## src/common/fanlim_pkg.sv

```systemverilog
`default_nettype none
package fanlim_pkg;
  // ----------------------------------------------------------------
  // Register map (register indices, not byte addresses: byte address = index * 4)
  // ----------------------------------------------------------------
  localparam logic [7:0] IDX_RAMP_CTRL2 = 8'h63;
  localparam logic [7:0] IDX_MIN_DUTY1  = 8'h64;
  localparam logic [7:0] IDX_MIN_DUTY2  = 8'h65;
  localparam logic [7:0] IDX_MIN_DUTY3  = 8'h66;
  localparam logic [7:0] IDX_START_R1   = 8'h67;
  localparam logic [7:0] IDX_START_LOC  = 8'h68;
  localparam logic [7:0] IDX_START_R2   = 8'h69;
  localparam logic [7:0] IDX_CRIT_R1    = 8'h6a;
  localparam logic [7:0] IDX_CRIT_LOC   = 8'h6b;
  localparam logic [7:0] IDX_CRIT_R2    = 8'h6c;
  localparam logic [7:0] IDX_HYST_R1L   = 8'h6d;
  localparam logic [7:0] IDX_HYST_R2    = 8'h6e;
  localparam logic [7:0] IDX_FAN_CFG    = 8'h80;  // Lock, floor selects, span
  localparam logic [7:0] IDX_STATUS     = 8'h81;  // Read-only block state
  // ----------------------------------------------------------------
  // Field positions
  // ----------------------------------------------------------------
  localparam int RATE3_LSB  = 0;
  localparam int SMOOTH3_B  = 3;
  localparam int RATE2_LSB  = 4;
  localparam int SMOOTH2_B  = 7;
  localparam int CFG_LOCK_B = 0;
  localparam int CFG_OTOE_B = 1;
  localparam int CFG_FLR_LSB  = 4;
  localparam int CFG_SPAN_LSB = 8;
  // ----------------------------------------------------------------
  // Reset values and special codes
  // ----------------------------------------------------------------
  localparam logic [7:0] RST_RAMP_CTRL2 = 8'h00;
  localparam logic [7:0] RST_MIN_DUTY   = 8'h80;
  localparam logic [7:0] RST_START_TEMP = 8'h9a;
  localparam logic [7:0] RST_CRIT_LIM   = 8'ha4;
  localparam logic [7:0] RST_CRIT_ALT   = 8'hc8;
  localparam logic [7:0] RST_HYST_R1L   = 8'h44;
  localparam logic [7:0] RST_HYST_R2    = 8'h40;
  localparam logic [3:0] RST_SPAN       = 4'hc;
  localparam logic [7:0] CRIT_DISABLE   = 8'h80;
  localparam logic [7:0] DUTY_FULL      = 8'hff;
  // ----------------------------------------------------------------
  // Timing: ramp time slot; 35 s over 0xaa duty counts at step 1
  // ----------------------------------------------------------------
  localparam int  CLK_HZ      = 40_000_000;
  localparam int  SLOT_US     = 205_900;
  localparam longint SLOT_CYC = longint'(SLOT_US) * CLK_HZ / 1_000_000;
  // ----------------------------------------------------------------
  // Carriers
  // ----------------------------------------------------------------
  typedef struct packed {
    logic [7:0] remote1;
    logic [7:0] local_t;
    logic [7:0] remote2;
  } fanlim_temps_t;
  typedef struct packed {
    logic [7:0] drive1;
    logic [7:0] drive2;
    logic [7:0] drive3;
  } fanlim_duty_t;
endpackage
`default_nettype wire

```

## src/rtl/fanlim_top.sv

```systemverilog
// Behaviour
// RULE1: Bits 2:0 of ramp control 2 set the output 3 ramp step.
// RULE2: Bits 6:4 of ramp control 2 set the output 2 ramp step.
// RULE3: Ramp codes 0..7 step duty by 1,2,3,4,8,12,24,48 per slot.
// RULE4: Code 000 ramps third-to-full in about 35 s, code 111 in 0.8 s.
// RULE5: Bit 3 enables smoothing on output 3; clear means jump.
// RULE6: Bit 7 enables smoothing on output 2; clear means jump.
// RULE7: Ramp control 2 resets to zero.
// RULE8: Lock bit set makes every register read-only; writes ignored.
// RULE9: Minimum duty scales linearly, 0x00 off to 0xff full.
// RULE10: Minimum duty registers reset to 0x80, half duty.
// RULE11: Above start temperature the fan runs minimum duty rising with span.
// RULE12: Three start temperature registers reset to 0x9a.
// RULE13: Any channel above its critical limit forces all outputs full.
// RULE14: Critical limit 0x80 disables that channel's fail-safe.
// RULE15: Fail-safe holds until temperature falls below limit minus hysteresis.
// RULE16: Overtemp pin, when enabled as output, pulls low on critical excess.
// RULE17: Critical limits reset to 0xa4; variant resets remote 2 to 0xc8.
// RULE18: Four-bit hysteresis per channel for start and critical release.
// RULE19: Per-output floor bit: below start minus hysteresis, zero or minimum.
// RULE20: All comparisons use the eight-bit reading encoding.
`default_nettype none
module fanlim_top
  import fanlim_pkg::*;
#(
  parameter bit     ALT_VARIANT = 1'b0,    // Remote 2 critical reset choice
  parameter longint SLOT_CYCLES = SLOT_CYC // Ramp slot length in clocks
) (
  input  wire logic                      i_clk,       // 40 MHz clock
  input  wire logic                      i_rst,       // Async reset, high
  input  wire logic                      i_psel,      // APB select
  input  wire logic                      i_penable,   // APB enable
  input  wire logic                      i_pwrite,    // APB write
  input  wire logic [11:0]               i_paddr,     // APB byte address
  input  wire logic [31:0]               i_pwdata,    // APB write data
  output logic                           o_pready,    // APB ready
  output logic      [31:0]               o_prdata,    // APB read data
  output logic                           o_pslverr,   // APB error
  input  wire fanlim_pkg::fanlim_temps_t i_temps,     // Measured readings
  output fanlim_pkg::fanlim_duty_t       o_duty,      // Fan drive duties
  output logic                           o_overtemp_pin_n  // Overtemp, low active
);
  import fanlim_pkg::*;

  // ----------------------------------------------------------------
  // Register storage
  // ----------------------------------------------------------------
  logic [7:0]  ramp_ctrl_q;
  logic [7:0]  min_duty_q [3];
  logic [7:0]  start_q    [3];   // 0 remote1, 1 local, 2 remote2
  logic [7:0]  crit_q     [3];
  logic [7:0]  hyst_r1l_q;
  logic [7:0]  hyst_r2_q;
  logic [11:0] cfg_q;
  logic [7:0]  temp   [3];
  logic [3:0]  hyst   [3];
  logic [2:0]  run_q, fail_q;
  logic [7:0]  duty_q [3];

  // Bus decode
  wire        acc     = i_psel && i_penable;
  wire        aligned = (i_paddr[1:0] == 2'b00);
  wire [7:0]  idx     = i_paddr[9:2];
  wire        hi_zero = (i_paddr[11:10] == 2'b00);
  wire        locked  = cfg_q[CFG_LOCK_B];
  wire        wr_ok   = acc && i_pwrite && !locked; // RULE8
  wire [7:0]  wd      = i_pwdata[7:0];

  function automatic logic hit(input logic [7:0] a, input logic [7:0] want);
    hit = aligned && hi_zero && (a == want);
  endfunction

  wire mapped = hit(idx, IDX_RAMP_CTRL2) || hit(idx, IDX_HYST_R1L) ||
                hit(idx, IDX_HYST_R2) || hit(idx, IDX_FAN_CFG) ||
                hit(idx, IDX_STATUS) ||
                (aligned && hi_zero && idx >= IDX_MIN_DUTY1 && idx <= IDX_CRIT_R2);

  assign o_pready  = 1'b1;
  assign o_pslverr = acc && !mapped;

  assign temp[0] = i_temps.remote1;
  assign temp[1] = i_temps.local_t;
  assign temp[2] = i_temps.remote2;
  assign hyst[0] = hyst_r1l_q[7:4];
  assign hyst[1] = hyst_r1l_q[3:0];
  assign hyst[2] = hyst_r2_q[7:4];

  // ----------------------------------------------------------------
  // Register writes
  // ----------------------------------------------------------------
  // Single registers
  always_ff @(posedge i_clk or posedge i_rst) begin
    if (i_rst) begin
      ramp_ctrl_q <= RST_RAMP_CTRL2;  // RULE7
      hyst_r1l_q  <= RST_HYST_R1L;
      hyst_r2_q   <= RST_HYST_R2;
      cfg_q       <= {RST_SPAN, 8'h00};
    end else if (wr_ok) begin
      if (hit(idx, IDX_RAMP_CTRL2)) begin
        ramp_ctrl_q <= wd;
      end else if (hit(idx, IDX_HYST_R1L)) begin
        hyst_r1l_q <= wd;
      end else if (hit(idx, IDX_HYST_R2)) begin
        hyst_r2_q <= {wd[7:4], 4'h0};
      end else if (hit(idx, IDX_FAN_CFG)) begin
        cfg_q <= {i_pwdata[11:4], 2'b00, i_pwdata[1:0]};
      end
    end
  end

  // Per-channel registers
  genvar g;
  generate
    for (g = 0; g < 3; g++) begin : g_chan
      localparam logic [7:0] CRIT_RST =
        (g == 2 && ALT_VARIANT) ? RST_CRIT_ALT : RST_CRIT_LIM;  // RULE17
      always_ff @(posedge i_clk or posedge i_rst) begin
        if (i_rst) begin
          min_duty_q[g] <= RST_MIN_DUTY;    // RULE10
          start_q[g]    <= RST_START_TEMP;  // RULE12
          crit_q[g]     <= CRIT_RST;        // RULE17
        end else if (wr_ok) begin
          if (hit(idx, IDX_MIN_DUTY1 + 8'(g))) begin
            min_duty_q[g] <= wd;
          end else if (hit(idx, IDX_START_R1 + 8'(g))) begin
            start_q[g] <= wd;
          end else if (hit(idx, IDX_CRIT_R1 + 8'(g))) begin
            crit_q[g] <= wd;
          end
        end
      end
    end
  endgenerate

  // ----------------------------------------------------------------
  // Channel state: running and fail-safe with hysteresis
  // ----------------------------------------------------------------
  logic [2:0] run_d, fail_d, crit_en, crit_hi;
  logic [8:0] start_lo [3];
  logic [8:0] crit_lo  [3];
  always_comb begin
    for (int c = 0; c < 3; c++) begin
      start_lo[c] = {1'b0, start_q[c]} - {5'h00, hyst[c]};  // RULE18
      crit_lo[c]  = {1'b0, crit_q[c]} - {5'h00, hyst[c]};   // RULE18
      crit_en[c]  = (crit_q[c] != CRIT_DISABLE);            // RULE14
      crit_hi[c]  = crit_en[c] && (temp[c] > crit_q[c]);    // RULE20
      if (temp[c] > start_q[c]) begin
        run_d[c] = 1'b1;                                    // RULE11
      end else if (start_lo[c][8] || {1'b0, temp[c]} >= start_lo[c]) begin
        run_d[c] = run_q[c];
      end else begin
        run_d[c] = 1'b0;
      end
      if (!crit_en[c]) begin
        fail_d[c] = 1'b0;
      end else if (crit_hi[c]) begin
        fail_d[c] = 1'b1;                                   // RULE13
      end else if (!crit_lo[c][8] && {1'b0, temp[c]} < crit_lo[c]) begin
        fail_d[c] = 1'b0;                                   // RULE15
      end else begin
        fail_d[c] = fail_q[c];
      end
    end
  end

  always_ff @(posedge i_clk or posedge i_rst) begin
    if (i_rst) begin
      run_q  <= 3'b000;
      fail_q <= 3'b000;
    end else begin
      run_q  <= run_d;
      fail_q <= fail_d;
    end
  end

  // ----------------------------------------------------------------
  // Target duty per output (output n follows channel n)
  // ----------------------------------------------------------------
  logic [7:0] target [3];
  logic [3:0] span;
  logic [4:0] span_step;
  assign span = cfg_q[CFG_SPAN_LSB +: 4];
  // Slope: wider span, fewer duty counts per degree
  assign span_step = 5'd16 - {1'b0, span};

  always_comb begin
    logic [15:0] over;
    logic [15:0] sum;
    over = 16'h0000;
    sum  = 16'h0000;
    for (int c = 0; c < 3; c++) begin
      over = (temp[c] > start_q[c]) ? 16'(temp[c] - start_q[c]) : 16'h0000;
      sum  = 16'(min_duty_q[c]) + 16'(over * span_step);     // RULE9 RULE11
      if (|fail_q) begin
        target[c] = DUTY_FULL;                                // RULE13
      end else if (run_q[c]) begin
        target[c] = (sum > 16'h00ff) ? DUTY_FULL : sum[7:0];  // RULE11
      end else if (cfg_q[CFG_FLR_LSB + c]) begin
        target[c] = min_duty_q[c];                            // RULE19
      end else begin
        target[c] = 8'h00;                                    // RULE19
      end
    end
  end

  // ----------------------------------------------------------------
  // Ramp slot timer and step decode
  // ----------------------------------------------------------------
  logic [31:0] slot_cnt_q;
  wire         slot_tick = (slot_cnt_q == 32'(SLOT_CYCLES - 1));
  always_ff @(posedge i_clk or posedge i_rst) begin
    if (i_rst) begin
      slot_cnt_q <= 32'h0000_0000;
    end else begin
      slot_cnt_q <= slot_tick ? 32'h0000_0000 : slot_cnt_q + 32'h0000_0001;  // RULE4
    end
  end

  function automatic logic [7:0] step_of(input logic [2:0] code);
    case (code)
      3'h0:    step_of = 8'h01;  // RULE3
      3'h1:    step_of = 8'h02;
      3'h2:    step_of = 8'h03;
      3'h3:    step_of = 8'h04;
      3'h4:    step_of = 8'h08;
      3'h5:    step_of = 8'h0c;
      3'h6:    step_of = 8'h18;
      default: step_of = 8'h30;
    endcase
  endfunction

  logic [2:0] smooth;
  logic [7:0] step [3];
  assign smooth[0] = 1'b0;
  assign smooth[1] = ramp_ctrl_q[SMOOTH2_B];               // RULE6
  assign smooth[2] = ramp_ctrl_q[SMOOTH3_B];               // RULE5
  assign step[0]   = 8'h01;
  assign step[1]   = step_of(ramp_ctrl_q[RATE2_LSB +: 3]); // RULE2
  assign step[2]   = step_of(ramp_ctrl_q[RATE3_LSB +: 3]); // RULE1

  // ----------------------------------------------------------------
  // Duty outputs: jump, or walk toward target one step per slot
  // ----------------------------------------------------------------
  logic [7:0] duty_d [3];
  always_comb begin
    for (int c = 0; c < 3; c++) begin
      duty_d[c] = duty_q[c];
      if (!smooth[c] || (|fail_q)) begin
        duty_d[c] = target[c];
      end else if (slot_tick) begin
        if (target[c] > duty_q[c]) begin
          duty_d[c] = (target[c] - duty_q[c] > step[c]) ?
                      8'(duty_q[c] + step[c]) : target[c];   // RULE1 RULE2 RULE3
        end else if (target[c] < duty_q[c]) begin
          duty_d[c] = (duty_q[c] - target[c] > step[c]) ?
                      8'(duty_q[c] - step[c]) : target[c];
        end
      end
    end
  end

  always_ff @(posedge i_clk or posedge i_rst) begin
    if (i_rst) begin
      duty_q[0] <= 8'h00;
      duty_q[1] <= 8'h00;
      duty_q[2] <= 8'h00;
    end else begin
      duty_q[0] <= duty_d[0];
      duty_q[1] <= duty_d[1];
      duty_q[2] <= duty_d[2];
    end
  end

  assign o_duty = '{drive1: duty_q[0], drive2: duty_q[1], drive3: duty_q[2]};

  // Overtemp pin: registered, low while enabled and any channel is over
  logic ot_q;
  always_ff @(posedge i_clk or posedge i_rst) begin
    if (i_rst) begin
      ot_q <= 1'b0;
    end else begin
      ot_q <= cfg_q[CFG_OTOE_B] && (|crit_hi);  // RULE16
    end
  end
  assign o_overtemp_pin_n = !ot_q;

  // ----------------------------------------------------------------
  // Read mux
  // ----------------------------------------------------------------
  logic [7:0] rd8;
  always_comb begin
    rd8 = 8'h00;
    if (hit(idx, IDX_RAMP_CTRL2)) begin
      rd8 = ramp_ctrl_q;
    end else if (hit(idx, IDX_HYST_R1L)) begin
      rd8 = hyst_r1l_q;
    end else if (hit(idx, IDX_HYST_R2)) begin
      rd8 = hyst_r2_q;
    end else if (hit(idx, IDX_STATUS)) begin
      rd8 = {1'b0, ot_q, run_q, fail_q};
    end else begin
      for (int c = 0; c < 3; c++) begin
        if (hit(idx, IDX_MIN_DUTY1 + 8'(c))) rd8 = min_duty_q[c];
        if (hit(idx, IDX_START_R1 + 8'(c)))  rd8 = start_q[c];
        if (hit(idx, IDX_CRIT_R1 + 8'(c)))   rd8 = crit_q[c];
      end
    end
  end
  assign o_prdata = hit(idx, IDX_FAN_CFG) ? {20'h00000, cfg_q} : {24'h000000, rd8};

endmodule // fanlim_top
`default_nettype wire

```

## config.mk

```make
export PLATFORM = sky130hd
export DESIGN_NAME = fanlim_top
export DESIGN_NICKNAME = d
export VERILOG_FILES = /design/src/common/fanlim_pkg.sv /design/src/rtl/fanlim_top.sv
export SDC_FILE = /design/constraint.sdc
export NUM_CORES = 1
export LEC_CHECK = 0
export ABC_CLOCK_PERIOD_IN_PS = 14700
export BUFFER_PORTS_ARGS = -buffer_cell sky130_fd_sc_hd__buf_2
export CAP_MARGIN = 15
export CORE_ASPECT_RATIO = 0.6
export CORE_MARGIN = 2
export CORE_UTILIZATION = 55
export CTS_CLUSTER_SIZE = 24
export DETAILED_ROUTE_END_ITERATION = 10
export GPL_ROUTABILITY_DRIVEN = 0
export GPL_TIMING_DRIVEN = 0
export PLACE_DENSITY_LB_ADDON = 0.05
export SLEW_MARGIN = 0
export SYNTH_ARGS = -nofsm -noshare
export SYNTH_HDL_FRONTEND = slang
export SYNTH_SLANG_ARGS = --single-unit
```

## constraint.sdc

```tcl
create_clock -name i_clk -period 14.7 [get_ports i_clk]
set_input_delay 0.735 -clock i_clk [delete_from_list [all_inputs] [get_ports i_clk]]
set_output_delay 0.735 -clock i_clk [all_outputs]
set_load 0.02 [all_outputs]
```

After elaboration in Yosys (flattened, before gate mapping)
Cells that the tools add are included.
{ "totals": {"output_inout_bits": 59, "in_bits": 73, "wordCells": 249, "ff_bits": 165} }
{ "op_classes": {"reduce_logical": 71, "mux": 59, "mul": 3, "magnitude_cmp": 25, "bitwise_logic": 9, "addsub": 22, "eq_ne": 36} }
{ "op_table": {"columns": ["operator", "n"], "rows": [
  ["8-bit two-way mux", 37],
  ["8-bit by 7-bit equality test with 1-bit output (second input constant)", 12],
  ["8-bit > comparator", 12],
  ["6-bit case mux with 7 select lines", 2],
  ["8-bit by 4-bit subtractor with 9-bit output", 6],
  ["8-bit by 16-bit adder with 16-bit output", 3],
  ["16-bit by 8-bit > comparator with 1-bit output (second input constant)", 3],
  ["16-bit by 5-bit multiplier with 16-bit output", 3],
  ["16-bit two-way mux", 3],
  ["8-bit subtractor", 6],
  ["32-bit by 1-bit adder with 32-bit output (second input constant)", 1],
  ["32-bit by 23-bit equality test with 1-bit output (second input constant)", 1],
  ["32-bit two-way mux", 1],
  ["1-bit logical AND", 28],
  ["8-bit by 9-bit greater-or-equal comparator with 1-bit output", 3],
  ["8-bit by 9-bit less-than comparator with 1-bit output", 3],
  ["8-bit by 8-bit subtractor with 9-bit output", 3],
  ["8-bit inequality test (second input constant)", 3],
  ["3-bit equality test (second input constant)", 6],
  ["8-bit adder", 2],
  ["8-bit equality test (second input constant)", 2],
  ["8-bit less-than comparator", 2],
  ["4-bit AND reduction", 4],
  ["1-bit two-way mux", 15],
  ["19 further kinds", 64]
]} }

Logic depth before layout (Yosys ltp)
{ "logic_depth": {"word_depth": 17, "mapped_depth": 47, "mapped_depth_nobuf": 46} }

Least setup slack after synthesis
No wires, ideal clock.
{ "synth_timing": {"path_kind": "input -> register", "start": "in i_temps[9] in the netlist's numbering", "end": "reg duty_q, in the netlist o_duty[15]", "arrival_ns": 9.532, "path_stages": 43, "t_required_ns": 14.569, "setup_slack_ns": 5.038, "setup_time_ns": 0.131, "n_path_buf": 3, "path_cell_list": "ha_1 nor2b_1 o21ai_0 a21boi_0 o21ai_0 nand2b_1 a21o_1 a21o_1 a21oi_1 nor2_1 clkbuf_1 nand2_1 nor2_1 fa_1 fa_1 inv_1 fa_1 inv_1 [7 not listed] nor4b_2 nand3_1 a221oi_1 inv_1 ha_1 clkbuf_1 and2_1 a221oi_1 xnor2_1 ha_1 nand2_1 nor2_1 o211ai_1 nor2_1 a32oi_1 o21ai_0 a31oi_1 o22ai_1"} }
{ "synth_via": {"elab_chain_len": 15, "word_cells_on_any_way": 23, "classes_between": "4 x add/sub; 1 x mul; 6 x order compare; 10 x mux; 2 x reduce/logical"} }
{ "synth_lines": {"columns": ["item", "line_no", "rtl"], "rows": [
  ["start, declared", "fanlim_top.sv:39", "input wire fanlim_pkg::fanlim_temps_t i_temps,"],
  ["8-bit by 8-bit subtractor with 9-bit output or 8-bit > comparator (tied branches)", "fanlim_top.sv:192", "over = (temp[c] > start_q[c]) ? 16'(temp[c] - start_q[c]) : 16'h0000;"],
  ["16-bit two-way mux (*)", "fanlim_top.sv:192", null],
  ["16-bit by 5-bit multiplier with 16-bit output (*)", "fanlim_top.sv:193", "sum = 16'(min_duty_q[c]) + 16'(over * span_step);"],
  ["8-bit by 16-bit adder with 16-bit output (*)", "fanlim_top.sv:193", null],
  ["16-bit by 8-bit > comparator with 1-bit output", "fanlim_top.sv:197", "target[c] = (sum > 16'h00ff) ? DUTY_FULL : sum[7:0];"],
  ["8-bit two-way mux (*)", "fanlim_top.sv:197", null],
  ["8-bit two-way mux (*)", "fanlim_top.sv:196", "end else if (run_q[c]) begin"],
  ["8-bit two-way mux (*)", "fanlim_top.sv:194", "if (|fail_q) begin"],
  ["8-bit subtractor", "fanlim_top.sv:255", "duty_d[c] = (duty_q[c] - target[c] > step[c]) ?"],
  ["8-bit > comparator", "fanlim_top.sv:255", null],
  ["8-bit two-way mux", "fanlim_top.sv:255", null],
  ["8-bit two-way mux", "fanlim_top.sv:254", "end else if (target[c] < duty_q[c]) begin"],
  ["8-bit two-way mux", "fanlim_top.sv:251", "if (target[c] > duty_q[c]) begin"],
  ["8-bit two-way mux", "fanlim_top.sv:250", "end else if (slot_tick) begin"],
  ["8-bit two-way mux", "fanlim_top.sv:248", "if (!smooth[c] || (|fail_q)) begin"],
  ["end, declared", "fanlim_top.sv:58", "logic [7:0] duty_q [3];"]
]} }
Mark *: on every way between the ends. The rest lies on a longest branch, timed or not. The select of a mux whose other input is x is not followed.
A chain may end at the register's enable or synchronous reset.

Final worst setup path
{ "layout_timing": {"start": "reg cfg_q[8]", "end": "reg duty_q, in the netlist o_duty[15]"} }
{ "layout_via": {"elab_chain_len": 14, "word_cells_on_any_way": 21, "classes_between": "4 x add/sub; 1 x mul; 5 x order compare; 9 x mux; 2 x reduce/logical"} }
{ "layout_lines": {"columns": ["item", "line_no", "rtl"], "rows": [
  ["start, declared", "fanlim_top.sv:54", "logic [11:0] cfg_q;"],
  ["start signal, assigned", "fanlim_top.sv:97", "cfg_q <= {RST_SPAN, 8'h00};"],
  ["start signal, assigned", "fanlim_top.sv:106", "cfg_q <= {i_pwdata[11:4], 2'b00, i_pwdata[1:0]};"],
  ["5-bit by 4-bit subtractor with 5-bit output (*)", "fanlim_top.sv:184", "assign span_step = 5'd16 - {1'b0, span};"],
  ["16-bit by 5-bit multiplier with 16-bit output (*)", "fanlim_top.sv:193", null],
  ["8-bit by 16-bit adder with 16-bit output (*)", "fanlim_top.sv:193", null],
  ["16-bit by 8-bit > comparator with 1-bit output", "fanlim_top.sv:197", null],
  ["8-bit two-way mux (*)", "fanlim_top.sv:197", null],
  ["8-bit two-way mux (*)", "fanlim_top.sv:196", null],
  ["8-bit two-way mux (*)", "fanlim_top.sv:194", null],
  ["8-bit subtractor", "fanlim_top.sv:255", null],
  ["8-bit > comparator", "fanlim_top.sv:255", null],
  ["8-bit two-way mux", "fanlim_top.sv:255", null],
  ["8-bit two-way mux", "fanlim_top.sv:254", null],
  ["8-bit two-way mux", "fanlim_top.sv:251", null],
  ["8-bit two-way mux", "fanlim_top.sv:250", null],
  ["8-bit two-way mux", "fanlim_top.sv:248", null]
]} }
Marked as above.

==> out/metrics.cfg <==
[yosys]
yosys-top-cells-area=dfrtp_1 (16%), ha_1 (15%), fa_1 (13%)
netlist_instances=2483
synth_cell_types=79
synth_fa_ha_area_share_pct=28.2
yosysSeqAreaShare_pct=19.8
muxShareOfSynthArea_pct=4.19
yosysWarningCount=0
ys.flop_type=dfrtp_1
synth_common_cells=inv_1 (321), ha_1 (258), nand2_1 (211), nor2_1 (188), o21ai_0 (143)
synth_top_family_by_area=adder cells
avgSynthCellArea_um2=8.45
synth_seq_cells=165
yosys.area_share.simple_pct=17.3
mappedNetlistArea_um2=21000
async_reset_ff_share_pct=100
synth-compound-area-share_pct=16.6
yosys.area.top_type_share_pct=16.2
yosys.area.top_type=dfrtp_1
synth_edf_count=0
synthXorXnorAreaFrac_pct=6.22
synthMostInstantiatedCell=inv_1

[critical_path]
slowest_delay_ns=0.96
crit_type=flip-flop to flip-flop
critPathLaunchType=flip-flop
crit_buf_inv=6
crit_family=compound AO/OA/AOI/OAI gates
critPathRequiredTime_ns=15.02
cp_data_arrival_time_ns=12.53
crit_top_cell=ha_1
crit_slowest_cell=xnor2_1
crit_path_max_fanout=10
cp-end-kind=flip-flop

[detailed_routing]
topRoutingLayerUsed=met4
dr_wl_met3_um=8460
drcViolationCount=0
num_vias=19200
wl_met2_um=25300
drtIter0Drc=2589
first_pass_iters=8
met1_length_um=30400
ant_nets=0
avgViaCountPerCell=6.11
wl_um=65900
drt-wirelength-per-cell_um=20.9

[global_routing]
grt.total_usage_pct=33.0
grt.overflow.total=0
grt_start_max_net_pins=132
grt_pass1_vias=17800
grt_pass1_wl_um=102000
antenna_found_initial=4

[sta]
max_slew_margin_pct=19.4
layout_setup_ws_ns=2.48
period_share_pct=83.1
finalCriticalPeriod_ns=12.22
skew_ns=0.0149
finalSetupTns_ns=0
worst_pin_slew_ns=1.20
rsz0062_at_grt=false
setup_viol=0
hold_viol_final=0
final_max_slew_viol_count=0
max_freq_mhz=81.9

[clocking]
cts_resized=0
clock_latency_ns=0.44
cts.reportedPaths.clkPinSlew_ns=0.08
cts_buffers=17
post-cts-setup-buffer-count=0
cts-root-buf=clkbuf_16
cts_buffer_depth=2
hold_buffers=0
htree_num_levels=4
numClockSinks=165
tritoncts=done

[final_layout]
multi_input_comb_area_um2=15300
fin_nets=3082
fill_cells=3443
syn2layout_area_growth_pct=8.74
drive_gt1_share_pct=10.5
regArea_um2=4170

[place]
dpl_worst_slack_ns=2.71
hpwl_um=54400
port_buffers=90

[floorplanning]
start_util_pct=55.8
chipHeight_um=155
rows=55
die_area_um2=39800
die_w_um=256
core_um2=37600
io_pins=132

[worst_hold_path]
min_path_type=input pin to async pin

[run]
maxCapViolations=0

[pwr]
ir_drop_v=0.0000666
finalPower_w=0.00105
powerDensity_nw_per_um2=46.0
p_leak_nw=11.0

[outcome]
outcome=finished, final reports clean

==> cell type report <==
cell class              count  area share, %
diodes                      5         0.0548
plain buffers              87           1.78
clock buffers              17           1.86
clock inverters            15          0.746
inverters                 322           5.33
multi-input cells        1928           67.0
flip-flops and latches    165           18.3
well taps                 513           2.81
repair buffers             96           2.22
==> state kept, by name (all words and copies together) (netlist names) <==
register / cells
hyst_r2_q: 4
slot_cnt_q: 32
cfg_q: 10
fail_q: 3
ot_q: 1
crit_q: 24
min_duty_q: 24
run_q: 3
hyst_r1l_q: 8
start_q: 24
o_duty: 24
ramp_ctrl_q: 8
==> cell families (layout without fill, tap and decap cells) <==
| group | after synthesis | after routing |
|---|---|---|
| AO/OA/AOI/OAI | 537 | 537 |
| AND/OR/NAND/NOR | 750 | 750 |
| XOR/XNOR | 149 | 149 |
| buffers and inverters | 409 | 537 |
| adder cells (fa/ha/maj) | 392 | 392 |
| flip-flops | 165 | 165 |
| multiplexers | 79 | 79 |
| other | 2 | 26 |
==> worst register-to-register path: cells and delay by family, from the launching register on <==
family,cells,cell delay [ns]
xor+xnor,2,1.12
compound gates,9,3.10
buf+inv,6,2.12
fa+ha+maj,7,2.90
simple gates,9,2.26
flops,1,0.45
mux,1,0.13
==> metal layers <==
| layer | track usage (%) | vias to the layer above |
|---|---|---|
| li1 | - | 8810 |
| met1 | 50.2 | 9275 |
| met2 | 44.9 | 1011 |
| met3 | 10.2 | 126 |
| met4 | 8.10 | 0 |
| met5 | 0.121 | - |
==> layout by cell type, fill, tap and decap left out, drive strengths merged, types with 15 or more instances in the layout <==
cell type,count
xor2,50
nand2b,34
dfrtp,136
fa,134
a21oi,127
and2,30
buf,117
xnor2,99
and3,24
nor4,32
clkbuf,83
o211ai,15
nand3,73
nand4,28
nor3,43
ha,258
o21a,17
a22oi,19
nand2,212
nor2b,36
conb,21
inv,327
a21o,59
dfstp,29
mux2,70
a31oi,16
o21ai,146
nor2,188
==> worst paths after layout <==
check                      slack [ns]                   endpoint               startpoint  cells past startpoint
setup / recovery                 2.48     o_duty[15]$_DFFE_PP0P_     cfg_q[8]$_DFFE_PP0P_                     34
hold / removal                   0.27   slot_cnt_q[11]$_DFF_PP0_                    i_rst                      2
setup reg to reg                 2.48     o_duty[15]$_DFFE_PP0P_     cfg_q[8]$_DFFE_PP0P_                     34
hold reg to reg                  0.46    slot_cnt_q[0]$_DFF_PP0_  slot_cnt_q[0]$_DFF_PP0_                      1
max in group asynchronous       13.43  hyst_r1l_q[4]$_DFFE_PP0P_                    i_rst                      3
min in group i_clk               0.46    slot_cnt_q[0]$_DFF_PP0_  slot_cnt_q[0]$_DFF_PP0_                      1
==> through the flow <==
stage	utilization [%]	instance area [µm²]	hold WS [ns]	std cells
4_1_cts	60.5	22800	0.270	3140
3_3_place_gp	58.8	22200	0.448	3105
2_1_floorplan	-	21100	0.433	2502
6_report	60.6	22800	0.268	3148
5_1_grt	60.6	22800	0.278	3147
3_5_place_dp	59.0	22200	0.451	3108
==> where the power goes <==
group	internal (W)	switching (W)	total [W]	leakage (nW)
sequential	0.000455	0.00000165	0.000457	1.93
clock	0.000255	0.000209	0.000464	0.290
combinational	0.0000455	0.0000843	0.000130	8.77
total	0.000756	0.000295	0.00105	11.0
No activity file was read; power rests on OpenSTA's default activity.
